===== src/shared/dti_pkg.sv =====
/*
 Shared constants and carrier types for the double-to-integer converter.
 Assumes a 32-bit APB register bus and a decoder that presents one
 instruction at a time on the processor core clock.
*/
package dti_pkg;

  // ****************************************
  // Register map (byte addresses).
  // ****************************************
  localparam logic [11:0] OFS_CTRL = 12'h000;    // Rounding control and masks.
  localparam logic [11:0] OFS_STATUS = 12'h004;  // Sticky event flags, write one to clear.
  localparam logic [11:0] OFS_IRQMASK = 12'h008; // Interrupt enables, same layout.
  localparam logic [11:0] OFS_RESLO = 12'h00C;   // Last result, low word.
  localparam logic [11:0] OFS_RESHI = 12'h010;   // Last result, high word.

  // ****************************************
  // Field positions and reset values.
  // ****************************************
  localparam int CTRL_RC_LSB = 0;   // Rounding control occupies bits 1:0.
  localparam int CTRL_IM_BIT = 2;   // Invalid exception mask.
  localparam int CTRL_PM_BIT = 3;   // Precision exception mask.
  localparam int EV_INVALID = 0;    // Status and mask bit for invalid.
  localparam int EV_PRECISION = 1;  // Status and mask bit for precision.
  localparam int EV_OPCODE = 2;     // Status and mask bit for invalid opcode.
  localparam logic [3:0] CTRL_RESET = 4'hC;   // Nearest, both exceptions masked.
  localparam logic [2:0] IRQMASK_RESET = 3'h0; // All interrupts disabled.

  // ****************************************
  // Instruction encoding constants.
  // ****************************************
  localparam logic [7:0] PFX_REPNE = 8'hF2;     // Mandatory prefix byte.
  localparam logic [7:0] ESC_TWO_BYTE = 8'h0F;  // Escape byte.
  localparam logic [7:0] OPC_ROUND = 8'h2D;     // Rounding conversion.
  localparam logic [7:0] OPC_TRUNC = 8'h2C;     // Truncating conversion.
  localparam logic [3:0] EXTRA_REG_NONE = 4'hF; // Only legal extra-register field.

  // ****************************************
  // Numeric constants.
  // ****************************************
  localparam logic [10:0] EXP_SPECIAL = 11'h7FF;  // Infinity or NaN exponent.
  localparam logic [10:0] EXP_UNIT_LSB = 11'h433; // Exponent where mantissa LSB weighs one.
  localparam logic [11:0] MAX_LEFT_SHIFT = 12'h00B; // Larger shifts overflow 64 bits.
  localparam logic [11:0] EXT_WIDTH = 12'h075;    // Width of the alignment vector.
  localparam logic [31:0] INDEF32 = 32'h80000000; // Doubleword indefinite value.
  localparam logic [63:0] INDEF64 = 64'h8000000000000000; // Quadword indefinite value.

  // Rounding-control encodings.
  typedef enum logic [1:0] {RC_NEAREST, RC_DOWN, RC_UP, RC_ZERO} dti_rc_t;

  // Register selected by an APB address.
  typedef enum logic [2:0] {SEL_CTRL, SEL_STATUS, SEL_IRQMASK, SEL_RESLO, SEL_RESHI,
    SEL_NONE} dti_sel_t;

  // Instruction fields handed over by the decoder.
  typedef struct packed {
    logic vexForm;
    logic [7:0] prefixByte;
    logic [7:0] escapeByte;
    logic [7:0] opcode;
    logic widthBit;
    logic [3:0] extraReg;
    logic srcMem;
    logic [3:0] destIdx;
  } dti_instr_t;

  // Decode outcome.
  typedef struct packed {
    logic hit;
    logic truncate;
    logic wide;
    logic opFault;
  } dti_dec_t;

  // Conversion outcome.
  typedef struct packed {
    logic [63:0] value;
    logic invalid;
    logic inexact;
  } dti_cvt_t;

  // Software control fields.
  typedef struct packed {
    logic precMask;
    logic invMask;
    dti_rc_t roundCtl;
  } dti_ctrl_t;

  // Whole state of the top module.
  typedef struct packed {
    dti_ctrl_t ctrl;
    logic [2:0] status;
    logic [2:0] irqMask;
    logic [63:0] lastRes;
    logic [31:0] rdData;
    logic gprWe;
    logic gprWide;
    logic [3:0] gprIdx;
    logic [63:0] gprData;
    logic opFault;
    logic simdFault;
    logic precEvent;
  } dti_state_t;

endpackage


===== src/logic/dti_decode.sv =====
/*
 Combinational instruction decode for the converter.
 Assumes the decoder supplies implied prefix and escape bytes for
 vector-prefix forms in the same fields as legacy bytes.
*/
`timescale 1ns/1ps
module dti_decode (
  input wire dti_pkg::dti_instr_t instr,
  input wire logic mode64,
  output dti_pkg::dti_dec_t dec
);

  // ****************************************
  // Decode.
  // ****************************************
  // The width bit only counts in 64-bit mode; elsewhere it is ignored.
  always_comb begin
    dec.hit = (instr.prefixByte == dti_pkg::PFX_REPNE) &&
      (instr.escapeByte == dti_pkg::ESC_TWO_BYTE) &&
      ((instr.opcode == dti_pkg::OPC_ROUND) ||
      (instr.opcode == dti_pkg::OPC_TRUNC));
    dec.truncate = (instr.opcode == dti_pkg::OPC_TRUNC);
    dec.wide = mode64 & instr.widthBit;
    dec.opFault = dec.hit & instr.vexForm &
      (instr.extraReg != dti_pkg::EXTRA_REG_NONE);
  end

endmodule


===== src/logic/dti_convert.sv =====
/*
 Combinational double-precision to signed integer conversion.
 Assumes the caller picks the effective width and rounding mode.
*/
`timescale 1ns/1ps
module dti_convert (
  input wire logic [63:0] src,
  input wire dti_pkg::dti_rc_t roundCtl,
  input wire logic truncate,
  input wire logic wide,
  output dti_pkg::dti_cvt_t res
);

  logic sign;              // Source sign.
  logic [10:0] expo;       // Biased exponent.
  logic [52:0] mant;       // Mantissa with hidden bit.
  logic [11:0] shamt;      // Alignment shift.
  logic [116:0] ext;       // Aligned integer and fraction.
  logic [63:0] intPart;    // Truncated magnitude.
  logic rndBit;            // First dropped bit.
  logic stkBit;            // Or of the remaining dropped bits.
  logic inc;               // Round-up decision.
  logic over;              // Out of range or not a number.
  logic [64:0] mag;        // Rounded magnitude.
  logic [64:0] lim;        // Magnitude of the most negative integer.
  logic [63:0] sres;       // Signed result.
  dti_pkg::dti_rc_t mode;  // Effective rounding mode.

  // ****************************************
  // Alignment, rounding and range check.
  // ****************************************
  // A wide shift vector keeps every dropped bit visible to the sticky logic up to a shift of 64, and the hidden bit up to 116.
  always_comb begin
    sign = src[63];
    expo = src[62:52];
    mant = {(expo != 11'h000), src[51:0]};
    shamt = 12'h000;
    ext = '0;
    intPart = 64'h0;
    rndBit = 1'b0;
    stkBit = 1'b0;
    over = 1'b0;
    if (expo == dti_pkg::EXP_SPECIAL) begin
      over = 1'b1;
    end else if (expo >= dti_pkg::EXP_UNIT_LSB) begin
      shamt = {1'b0, expo} - {1'b0, dti_pkg::EXP_UNIT_LSB};
      if (shamt > dti_pkg::MAX_LEFT_SHIFT) begin
        over = 1'b1;
      end else begin
        intPart = {11'h000, mant} << shamt[3:0];
      end
    end else begin
      shamt = {1'b0, dti_pkg::EXP_UNIT_LSB} - {1'b0, expo};
      if (shamt >= dti_pkg::EXT_WIDTH) begin
        stkBit = |mant;
      end else begin
        ext = {mant, 64'h0} >> shamt;
        intPart = {11'h000, ext[116:64]};
        rndBit = ext[63];
        stkBit = |ext[62:0];
      end
    end
    mode = truncate ? dti_pkg::RC_ZERO : roundCtl;
    unique case (mode)
      dti_pkg::RC_NEAREST: inc = rndBit & (stkBit | intPart[0]);
      dti_pkg::RC_DOWN: inc = sign & (rndBit | stkBit);
      dti_pkg::RC_UP: inc = ~sign & (rndBit | stkBit);
      dti_pkg::RC_ZERO: inc = 1'b0;
    endcase
    mag = {1'b0, intPart} + {64'h0, inc};
    lim = wide ? {1'b0, dti_pkg::INDEF64} : {33'h0, dti_pkg::INDEF32};
    if (sign ? (mag > lim) : (mag >= lim)) begin
      over = 1'b1;
    end
    sres = sign ? (~mag[63:0] + 64'h1) : mag[63:0];
    res.invalid = over;
    res.inexact = ~over & (rndBit | stkBit);
    if (over) begin
      res.value = wide ? dti_pkg::INDEF64 : {32'h0, dti_pkg::INDEF32};
    end else begin
      res.value = wide ? sres : {32'h0, sres[31:0]};
    end
  end

endmodule


===== src/logic/dti_converter.sv =====
/*
 Top of the double-to-integer converter: APB registers, issue, result
 write-back, exception events and interrupt.
 Assumes the decoder and register file run on clk and hold instruction
 fields and operands valid in the cycle that issue is high.
*/
// Overview of operation
// - Source from memory or vector low quadword.
// - Rounding form obeys control register rounding field.
// - Truncating form always rounds toward zero.
// - 32-bit overflow: invalid, masked writes 80000000H.
// - 64-bit overflow: invalid, masked writes quadword indefinite.
// - Legacy width bit gives 64-bit in 64-bit mode.
// - Vector width bit ignored outside 64-bit mode.
// - Vector extra-register field not 1111b faults.
// - Opcode 2D after F2 0F rounds.
// - Opcode 2C after F2 0F truncates.
// - 64-bit result fills whole destination register.
`timescale 1ns/1ps
module dti_converter (
  input wire logic clk,
  input wire logic rst_n,
  input wire logic psel,
  input wire logic penable,
  input wire logic pwrite,
  input wire logic [11:0] paddr,
  input wire logic [31:0] pwdata,
  output logic [31:0] prdata,
  output logic pready,
  output logic pslverr,
  input wire logic issue,
  input wire dti_pkg::dti_instr_t instr,
  input wire logic mode64,
  input wire logic [63:0] vecLow,
  input wire logic [63:0] memOperand,
  output logic gprWe,
  output logic gprWide,
  output logic [3:0] gprIdx,
  output logic [63:0] gprData,
  output logic opFault,
  output logic simdFault,
  output logic precEvent,
  output logic irq
);

  // ****************************************
  // Address decode.
  // ****************************************
  // Shared by the read path, the write path and the error answer.
  function automatic dti_pkg::dti_sel_t regSel(input logic [11:0] a);
    unique case (a)
      dti_pkg::OFS_CTRL: regSel = dti_pkg::SEL_CTRL;
      dti_pkg::OFS_STATUS: regSel = dti_pkg::SEL_STATUS;
      dti_pkg::OFS_IRQMASK: regSel = dti_pkg::SEL_IRQMASK;
      dti_pkg::OFS_RESLO: regSel = dti_pkg::SEL_RESLO;
      dti_pkg::OFS_RESHI: regSel = dti_pkg::SEL_RESHI;
      default: regSel = dti_pkg::SEL_NONE;
    endcase
  endfunction

  dti_pkg::dti_state_t state_r;   // Registered state.
  dti_pkg::dti_state_t state_nxt; // Next state.
  dti_pkg::dti_dec_t dec;         // Decode outcome.
  dti_pkg::dti_cvt_t cvt;         // Conversion outcome.
  dti_pkg::dti_sel_t selNow;      // Register under the current address.
  logic [63:0] srcOperand;        // Selected source value.
  logic accepted;                 // A recognised instruction issues.
  logic wrAccess;                 // APB write completes this edge.
  logic rdSetup;                  // APB read setup cycle.
  logic [2:0] events;             // Events raised this cycle.
  logic [2:0] clearBits;          // Status bits software clears.
  logic doWrite;                  // Destination register is written.

  // ****************************************
  // Source selection and datapath.
  // ****************************************
  // The source is either the memory operand or the low vector quadword.
  assign srcOperand = instr.srcMem ? memOperand : vecLow;

  dti_decode uDecode (
    .instr(instr),
    .mode64(mode64),
    .dec(dec)
  );

  dti_convert uConvert (
    .src(srcOperand),
    .roundCtl(state_r.ctrl.roundCtl),
    .truncate(dec.truncate),
    .wide(dec.wide),
    .res(cvt)
  );

  // ****************************************
  // Bus handshake.
  // ****************************************
  // The slave never waits, so every access finishes in two cycles.
  assign selNow = regSel(paddr);
  assign pready = 1'b1;
  assign pslverr = psel & penable & (selNow == dti_pkg::SEL_NONE);
  assign wrAccess = psel & penable & pwrite;
  assign rdSetup = psel & ~penable & ~pwrite;
  assign accepted = issue & dec.hit;

  // ****************************************
  // Next-state logic.
  // ****************************************
  // A faulting opcode produces no conversion events and no write-back.
  always_comb begin
    state_nxt = state_r;
    events = 3'h0;
    clearBits = 3'h0;
    doWrite = 1'b0;
    state_nxt.gprWe = 1'b0;
    state_nxt.opFault = 1'b0;
    state_nxt.simdFault = 1'b0;
    state_nxt.precEvent = 1'b0;
    if (accepted) begin
      if (dec.opFault) begin
        events[dti_pkg::EV_OPCODE] = 1'b1;
        state_nxt.opFault = 1'b1;
      end else begin
        events[dti_pkg::EV_INVALID] = cvt.invalid;
        events[dti_pkg::EV_PRECISION] = cvt.inexact;
        state_nxt.precEvent = cvt.inexact;
        // An unmasked exception traps, so the destination is kept.
        state_nxt.simdFault = (cvt.invalid & ~state_r.ctrl.invMask) |
          (cvt.inexact & ~state_r.ctrl.precMask);
        doWrite = ~state_nxt.simdFault;
      end
    end
    if (doWrite) begin
      state_nxt.gprWe = 1'b1;
      state_nxt.gprWide = dec.wide;
      state_nxt.gprIdx = instr.destIdx;
      state_nxt.gprData = cvt.value;
      state_nxt.lastRes = cvt.value;
    end
    // Register writes take effect at the access edge only.
    if (wrAccess) begin
      unique case (selNow)
        dti_pkg::SEL_CTRL: begin
          state_nxt.ctrl = pwdata[dti_pkg::CTRL_PM_BIT:dti_pkg::CTRL_RC_LSB];
        end
        dti_pkg::SEL_STATUS: begin
          clearBits = pwdata[2:0];
        end
        dti_pkg::SEL_IRQMASK: begin
          state_nxt.irqMask = pwdata[2:0];
        end
        default: begin
          state_nxt.irqMask = state_r.irqMask;
        end
      endcase
    end
    // A new event wins over a clear in the same cycle.
    state_nxt.status = (state_r.status & ~clearBits) | events;
    // Read data is captured in the setup cycle and stands through access.
    if (rdSetup) begin
      unique case (selNow)
        dti_pkg::SEL_CTRL: state_nxt.rdData = {28'h0, state_r.ctrl};
        dti_pkg::SEL_STATUS: state_nxt.rdData = {29'h0, state_r.status};
        dti_pkg::SEL_IRQMASK: state_nxt.rdData = {29'h0, state_r.irqMask};
        dti_pkg::SEL_RESLO: state_nxt.rdData = state_r.lastRes[31:0];
        dti_pkg::SEL_RESHI: state_nxt.rdData = state_r.lastRes[63:32];
        default: state_nxt.rdData = 32'h0;
      endcase
    end
  end

  // ****************************************
  // State register.
  // ****************************************
  // Synchronous reset to fixed constants only.
  always_ff @(posedge clk) begin
    if (!rst_n) begin
      state_r <= '0;
      state_r.ctrl <= dti_pkg::CTRL_RESET;
      state_r.irqMask <= dti_pkg::IRQMASK_RESET;
    end else begin
      state_r <= state_nxt;
    end
  end

  // ****************************************
  // Outputs.
  // ****************************************
  // Every data output comes straight from the state register.
  assign prdata = state_r.rdData;
  assign gprWe = state_r.gprWe;
  assign gprWide = state_r.gprWide;
  assign gprIdx = state_r.gprIdx;
  assign gprData = state_r.gprData;
  assign opFault = state_r.opFault;
  assign simdFault = state_r.simdFault;
  assign precEvent = state_r.precEvent;
  // The interrupt is a level that follows the masked sticky flags.
  assign irq = |(state_r.status & state_r.irqMask);

endmodule


===== config.mk =====
export PLATFORM = sky130hd
export DESIGN_NAME = dti_converter
export DESIGN_NICKNAME = d
export VERILOG_FILES = /design/src/shared/dti_pkg.sv /design/src/logic/dti_decode.sv /design/src/logic/dti_convert.sv /design/src/logic/dti_converter.sv
export SDC_FILE = /design/constraint.sdc
export NUM_CORES = 1
export LEC_CHECK = 0
export ABC_AREA = 1
export BUFFER_PORTS_ARGS = -buffer_cell sky130_fd_sc_hd__buf_2
export CAP_MARGIN = 15
export CORE_ASPECT_RATIO = 2
export CORE_MARGIN = 2
export CORE_UTILIZATION = 40
export CTS_BUF_LIST = sky130_fd_sc_hd__clkbuf_16
export CTS_CLUSTER_SIZE = 28
export DETAILED_ROUTE_END_ITERATION = 16
export PLACE_DENSITY_LB_ADDON = 0.05
export SYNTH_ARGS = -nofsm -noshare
export SYNTH_HDL_FRONTEND = slang
export SYNTH_SLANG_ARGS = --single-unit

===== constraint.sdc =====
create_clock -name clk -period 16.25 [get_ports clk]
set_input_delay 1.625 -clock clk [delete_from_list [all_inputs] [get_ports clk]]
set_output_delay 1.625 -clock clk [all_outputs]
set_load 0.01 [all_outputs]

## Yosys cells after proc, flatten, opt, wreduce, memory -nomap -nowiden

Index checks and enable logic that the tools add are counted.

| storage, ports and cells | value |
|---|---|
| memories | 0 |
| bits in writable memories | 0 |
| bits in read-only memories | 0 |
| register bits | 115 |
| bits in latches | 0 |
| input port bits | 214 |

| cells by class | value |
|---|---|
| mux-type cells | 33 |
| multipliers | 0 |
| divide/modulo/power cells | 0 |
| equal/unequal tests | 18 |
| $lt $le $gt $ge | 5 |
| shifts and indexed selects | 2 |
| add/sub/neg operators | 4 |
| reductions and logical operators | 14 |
| bitwise gates (word level) | 32 |

Operators by type and width:

| cell | number |
|---|---|
| $mux 64 | 9 |
| $pmux 32 s5 | 1 |
| $shr 117x12->117 | 1 |
| $mux 70 | 1 |
| $add 64x1->65 | 1 |
| $ge 65x65->1 | 1 |
| $gt 65x65->1 | 1 |
| $add 64x1->64 const B | 1 |
| $not 64->64 | 1 |
| $shl 53x4->64 | 1 |
| $reduce_or 63->1 | 1 |
| $mux 53 | 1 |
| $reduce_or 53->1 | 1 |
| $eq 12x4->1 const B | 2 |
| $eq 8x6->1 const B | 2 |
| $and 1x1->1 | 15 |
| $pmux 3 s5 | 1 |
| $mux 1 | 14 |
| $eq 12x3->1 const B | 1 |
| $eq 12x5->1 const B | 1 |
| $ge 12x7->1 const B | 1 |
| $gt 12x4->1 const B | 1 |
| $logic_not 12->1 | 1 |
| $sub 11x11->12 const A | 1 |
| other kinds (26) | 47 |

## Longest topological paths before layout

| depth | value |
|---|---|
| depth in word-level cells | 22 |
| mapped depth | 63 |
| mapped depth without buffers | 57 |

## Cells and area by module

A second synthesis with hierarchy kept.

| unflattened totals | value |
|---|---|
| cells, all modules | 3,827 |
| area total of the unflattened synthesis | 20,383.3 um^2 |

Modules (own cells, without submodules):

| module | times used | sequential area each (um^2) | area an instance (um^2) | cells each |
|---|---|---|---|---|
| dti_convert | 1 | 0.0 | 13,972.2 | 3,001 |
| dti_converter | 1 | 2,302.2 | 6,262.3 | 792 |
| dti_decode | 1 | 0.0 | 148.9 | 34 |

## Least setup slack after synthesis

Ideal clock, no wire load.

| path | value |
|---|---|
| kind | input to register |
| start | input port instr[4] (netlist bit) |
| end | register state_r (netlist bit gprData[3]) |
| data arrival time | 7.892 ns |
| required time | 16.121 ns |
| stages | 58 |
| library setup time | 0.129 ns |
| slack | 8.228 ns |
| path through | buf_6 -> nand2_2 -> inv_2 -> nor2_2 -> buf_6 -> clkbuf_1 -> clkbuf_1 -> ha_1 -> inv_1 -> nand3_2 -> nand2_1 -> nand2_1 -> nand2_1 -> nor2_2 -> buf_6 -> buf_4 -> nand3_1 -> o21ai_0 -> [... 22 more ...] -> nor2_4 -> nand2_2 -> xor2_1 -> inv_1 -> nor2_1 -> nand2_1 -> nor2_1 -> nand2_1 -> nor2_1 -> nand2_1 -> nand2_4 -> nand2_8 -> nand2_4 -> nand3_4 -> buf_8 -> buf_6 -> a21oi_1 -> nor3_2 |

| on the way | value |
|---|---|
| word-level cells in the longest chain between the ends | 21 |
| elaborated cells on any way between the ends | 50 |
| classes of those cells | add/sub (4); order compare (5); eq/ne (1); shift (2); mux (22); bitwise (13); reduce/logical (3) |

Ends and longest elaborated chain:

| what | line | source |
|---|---|---|
| start: declaration | dti_converter.sv:32 | `input wire dti_pkg::dti_instr_t instr,` |
| $mux 64 (*) | dti_converter.sv:78 | `assign srcOperand = instr.srcMem ? memOperand : vecLow;` |
| $sub 11x11->12 or $reduce_bool 11->1 (tied branches) | dti_convert.sv:53, dti_convert.sv:36 |  |
| $shr 117x12->117 | dti_convert.sv:57 | `ext = {mant, 64'h0} >> shamt;` |
| $reduce_or 63->1 | dti_convert.sv:60 | `stkBit = \|ext[62:0];` |
| $mux 1 | dti_convert.sv:54 | `if (shamt >= dti_pkg::EXT_WIDTH) begin` |
| $mux 1 | dti_convert.sv:45 | `end else if (expo >= dti_pkg::EXP_UNIT_LSB) begin` |
| $mux 1 | dti_convert.sv:43 | `if (expo == dti_pkg::EXP_SPECIAL) begin` |
| $or 1x1->1, on equally long branches | - |  |
| [... 4 more ...] | - |  |
| $mux 1 (2 in series) | dti_convert.sv:72 | `if (sign ? (mag > lim) : (mag >= lim)) begin` |
| $not 1->1 | dti_convert.sv:77 | `res.inexact = ~over & (rndBit \| stkBit);` |
| $and 1x1->1 | dti_convert.sv:77 |  |
| $and 1x1->1 | dti_converter.sv:128 | `(cvt.inexact & ~state_r.ctrl.precMask);` |
| $or 1x1->1 | dti_converter.sv:127 | `state_nxt.simdFault = (cvt.invalid & ~state_r.ctrl.invMask) \|` |
| $not 1->1 | dti_converter.sv:129 | `doWrite = ~state_nxt.simdFault;` |
| $mux 1 | dti_converter.sv:119 | `if (dec.opFault) begin` |
| $mux 1 | dti_converter.sv:118 | `if (accepted) begin` |
| end signal: assignment | dti_converter.sv:181 | `state_r <= state_nxt;` |
| end: declaration | dti_converter.sv:61 | `dti_pkg::dti_state_t state_r;` |

Mark *: on every way between the ends. The rest lies on a longest branch, timed or not.
A chain may end at the register's enable or synchronous reset.

## Worst setup path after layout

| path | value |
|---|---|
| start | input port instr[4] (netlist bit) |
| end | register state_r (netlist bit gprData[15]) |

Same word-level chain as after synthesis.

==> run summary <==
Status - finished clean
Reg-to-reg critical path startpoint - state_r[176]$_SDFFE_PN0P_
Netlist cell types - 67
Seq. cell area - 0.002302 mm2
Post-CTS Repair Setup Buffers - 0
Yosys top cell area share - 23.17%
Clock buffer depth - 3
Yosys Warn Count - 0
# rows - 116
Commonest cells in the netlist - nand2_1, nand3_1, nor2_1
Vias in the first global route - 25820
Crit. path cell count - 50
Syn avg cell area - 5.220 um2
Hold Buf Count CTS - 0
Starting DRT DRC Count - 2739
Max-slew violations - 0
Fillers - 6001
Multi-input gate area - 0.01459 mm2
Clock transition at path regs - 0.05 ns
Max-Cap Viols - 0
Die footprint - 0.05194 mm2
Kind of critical path - in -> reg
Fmax - 0.07447 GHz
Seq/Total Area, Yosys - 11.51%
DP Area - 0.02091 mm2
WP data arrival - 13.78 ns
Wire per inst - 25.74 um
Die Wd - 162.2 um
Gpl congestion - 1.095
Core area - 0.04978 mm2
Gate power share - 55.5%
Worst-Margin Slew - 1.360 ns
Cell with the most instances after synthesis - nand2_1
Critical path launch point type - primary input
Ys flop type - dfxtp_1
Clk_lat worst skew - 0.48 ns
Crit-path slowest cell - a211oi_1
Overall Global Routing Usage - 45.61%
Switch share - 50.49%
Delay of the slowest critical-path stage - 0.79 ns
Post-synthesis instance total - 3833
CP top delay family - simple AND/OR/NAND/NOR gates
Syn-to-layout area delta - 8.217%
Initial antenna violation count - 3
DP HPWL - 93830 um
Reg2reg setup slack - 9.35 ns
Total number of H-tree levels - 4
Setup crit start - instr[4]
Internal power - 809.8 uW
Fin. Hold Viols - 0
Vias - 26400
Period utilization - 82.64%
Root buf cell - clkbuf_16
DP Worst Slack - 3.388 ns
Synth top area cells - nand2_1, nand3_1, dfxtp_1, nor2_1, inv_1
Residual DRC - 0
Largest net degree at the start of global routing - 74
Post-synth EDFFs - 0
Skew final - 0.02403 ns
Power Total - 1.635 mW
Psw - 825.7 uW
Die Height - 320.3 um
Required @ worst endpoint - 16.60 ns
Buffers plus inverters on the worst setup path - 6
Area of the mapped netlist - 0.02001 mm2
Clock power share - 27.2%
DR pass1 iterations - 7
Gates resized, CTS repair - 0
CTS tree - done
Leakage dissipation - 10.75 nW
Avg Vias per Cell - 5.806
RSZ-0062 raised after global routing - no
Min-delay worst type - reg -> reg
Flop pwr share - 17.3%
Placed cells - 4510
Number of synthesized register bits - 115
Max Fanout on Critical Path - 62
Most used cell, CP - nand2_1
CP endpoint kind - flip-flop
Share of layout cells above drive strength 1 - 13.06%
First-pass GRT wire length - 172500 um
Endpoints failing setup - 0
Nets - 4121
CP Capture Point - gprData[15]$_SDFFE_PN0P_
VDD IR max - 0.1097 mV
Worst slew margin - 8.372%
IO buf count - 292
Asr flop ratio synth - 0%
Post-route cell area - 0.02165 mm2
Post-synth top area cell - nand2_1
Routed wire length - 117000 um
Reg2reg end - gprData[15]$_SDFFE_PN0P_
Syn Nets - 4061
Fin cells - 4547
Initial cell density of the core - 40.19%
Depth of the most critical reg-to-reg path - 29
Total gr overflow - 0
CTS sink count - 115
Io pins - 322
Pwr Density - 75.53 mW/mm2
Clock buffer count from CTS - 25
Setup TNS Final - 0 ns
Post-route ant nets - 0
Worst Slack Setup Final - 2.822 ns
Final min period - 13.43 ns
sequential cells by signal, summed over array words and instances, names as in the netlist:
| name | count |
|---|---|
| simdFault | 1 |
| precEvent | 1 |
| state_r | 10 |
| opFault | 1 |
| gprWide | 1 |
| gprWe | 1 |
| prdata | 32 |
| gprData | 64 |
| gprIdx | 4 |
worst reg2reg max path, delay by kind of cell (launching register included):
| kind | cells | cell delay (ns) |
|---|---|---|
| buffers and inverters | 4 | 0.75 |
| AND/OR/NAND/NOR | 16 | 3.87 |
| adder cells (fa/ha/maj) | 3 | 0.79 |
| AO/OA/AOI/OAI | 5 | 0.80 |
| XOR/XNOR | 1 | 0.25 |
| flip-flops | 1 | 0.32 |
placed cells by master, fill, tap and decap left out, types with 4 or more instances in the layout:
cell       instances
nand4_1          101
mux2i_1           54
nand3b_1          24
xor2_1            42
nor2_1           392
xnor2_1            9
nor4_1            12
nor3_1            40
clkbuf_16         25
o31ai_1            6
o21bai_1           8
o211ai_1          21
o21ai_1           40
a31oi_1            8
nand2_4            4
nor2_4            16
buf_2            291
nand2_1         1233
ha_1              13
nor3b_1            5
clkinv_1          10
dfxtp_1          115
inv_2             38
nand3_1          504
and2_1             9
nor2_2            33
or2_2             10
a21oi_1          118
o22ai_1           36
inv_1            345
o21a_1             7
nand2_2           23
o21ai_0          200
buf_4             40
worst min path at each step:
stage                                   endpoint  cells after the start  slack, ns                    from
after floorplan           gprIdx[0]$_SDFFE_PN0P_                      2       0.42  gprIdx[0]$_SDFFE_PN0P_
after global placement    gprIdx[3]$_SDFFE_PN0P_                      2       0.43  gprIdx[3]$_SDFFE_PN0P_
after detailed placement  gprIdx[0]$_SDFFE_PN0P_                      2       0.44  gprIdx[0]$_SDFFE_PN0P_
after CTS                 gprIdx[0]$_SDFFE_PN0P_                      2       0.45  gprIdx[0]$_SDFFE_PN0P_
after global routing      gprIdx[3]$_SDFFE_PN0P_                      2       0.46  gprIdx[3]$_SDFFE_PN0P_
final                     gprIdx[3]$_SDFFE_PN0P_                      2       0.44  gprIdx[3]$_SDFFE_PN0P_
power groups by stage:
stage	clock network, mW	logic (mW)	registers (mW)
final	0.445	0.908	0.282
after global routing	0.466	0.979	0.282
after CTS	0.448	0.857	0.282
after detailed placement	0	0.854	0.288
after global placement	0	0.855	0.288
after floorplan	0	0.561	0.288
routing by layer:
layer | vias to the layer above | track usage [%] | share of wire [%]
met5 | - | 0 | 0.021
met4 | 4 | 56.28 | 16
li1 | 12490 | - | -
met2 | 1285 | 79.15 | 49
met1 | 11980 | 38.36 | 29
met3 | 634 | 10.73 | 5.9
cells by family after synthesis:
kind of cell,share of synthesized area (%)
AOI/OAI and AO/OA,13.26
xor gates and xnor gates,2.357
adders and majority gates,0.8754
buffers and inverters,16.00
DFF,11.51
muxes,2.701
other,0.01874
and+or+nand+nor,53.28
final cells by class:
type                       count  area share, %
clock inverter                 6         0.3698
timing repair buffer         333          8.182
inverter                     392          6.807
antenna                        1        0.01156
tap                          649          3.750
multi-input combinational   3026          67.36
clock buffer                  25          2.889
sequential                   115          10.63
through the flow:
stage | hold slack, ns | util [%]
floorplan | 0.4249 | -
global placement | 0.4286 | 42.00
detailed placement | 0.4388 | 42.00
CTS | 0.4451 | 43.42
global route | 0.4626 | 43.50
finish | 0.4409 | 43.50
Note: power is estimated with default switching activity, not from simulation.
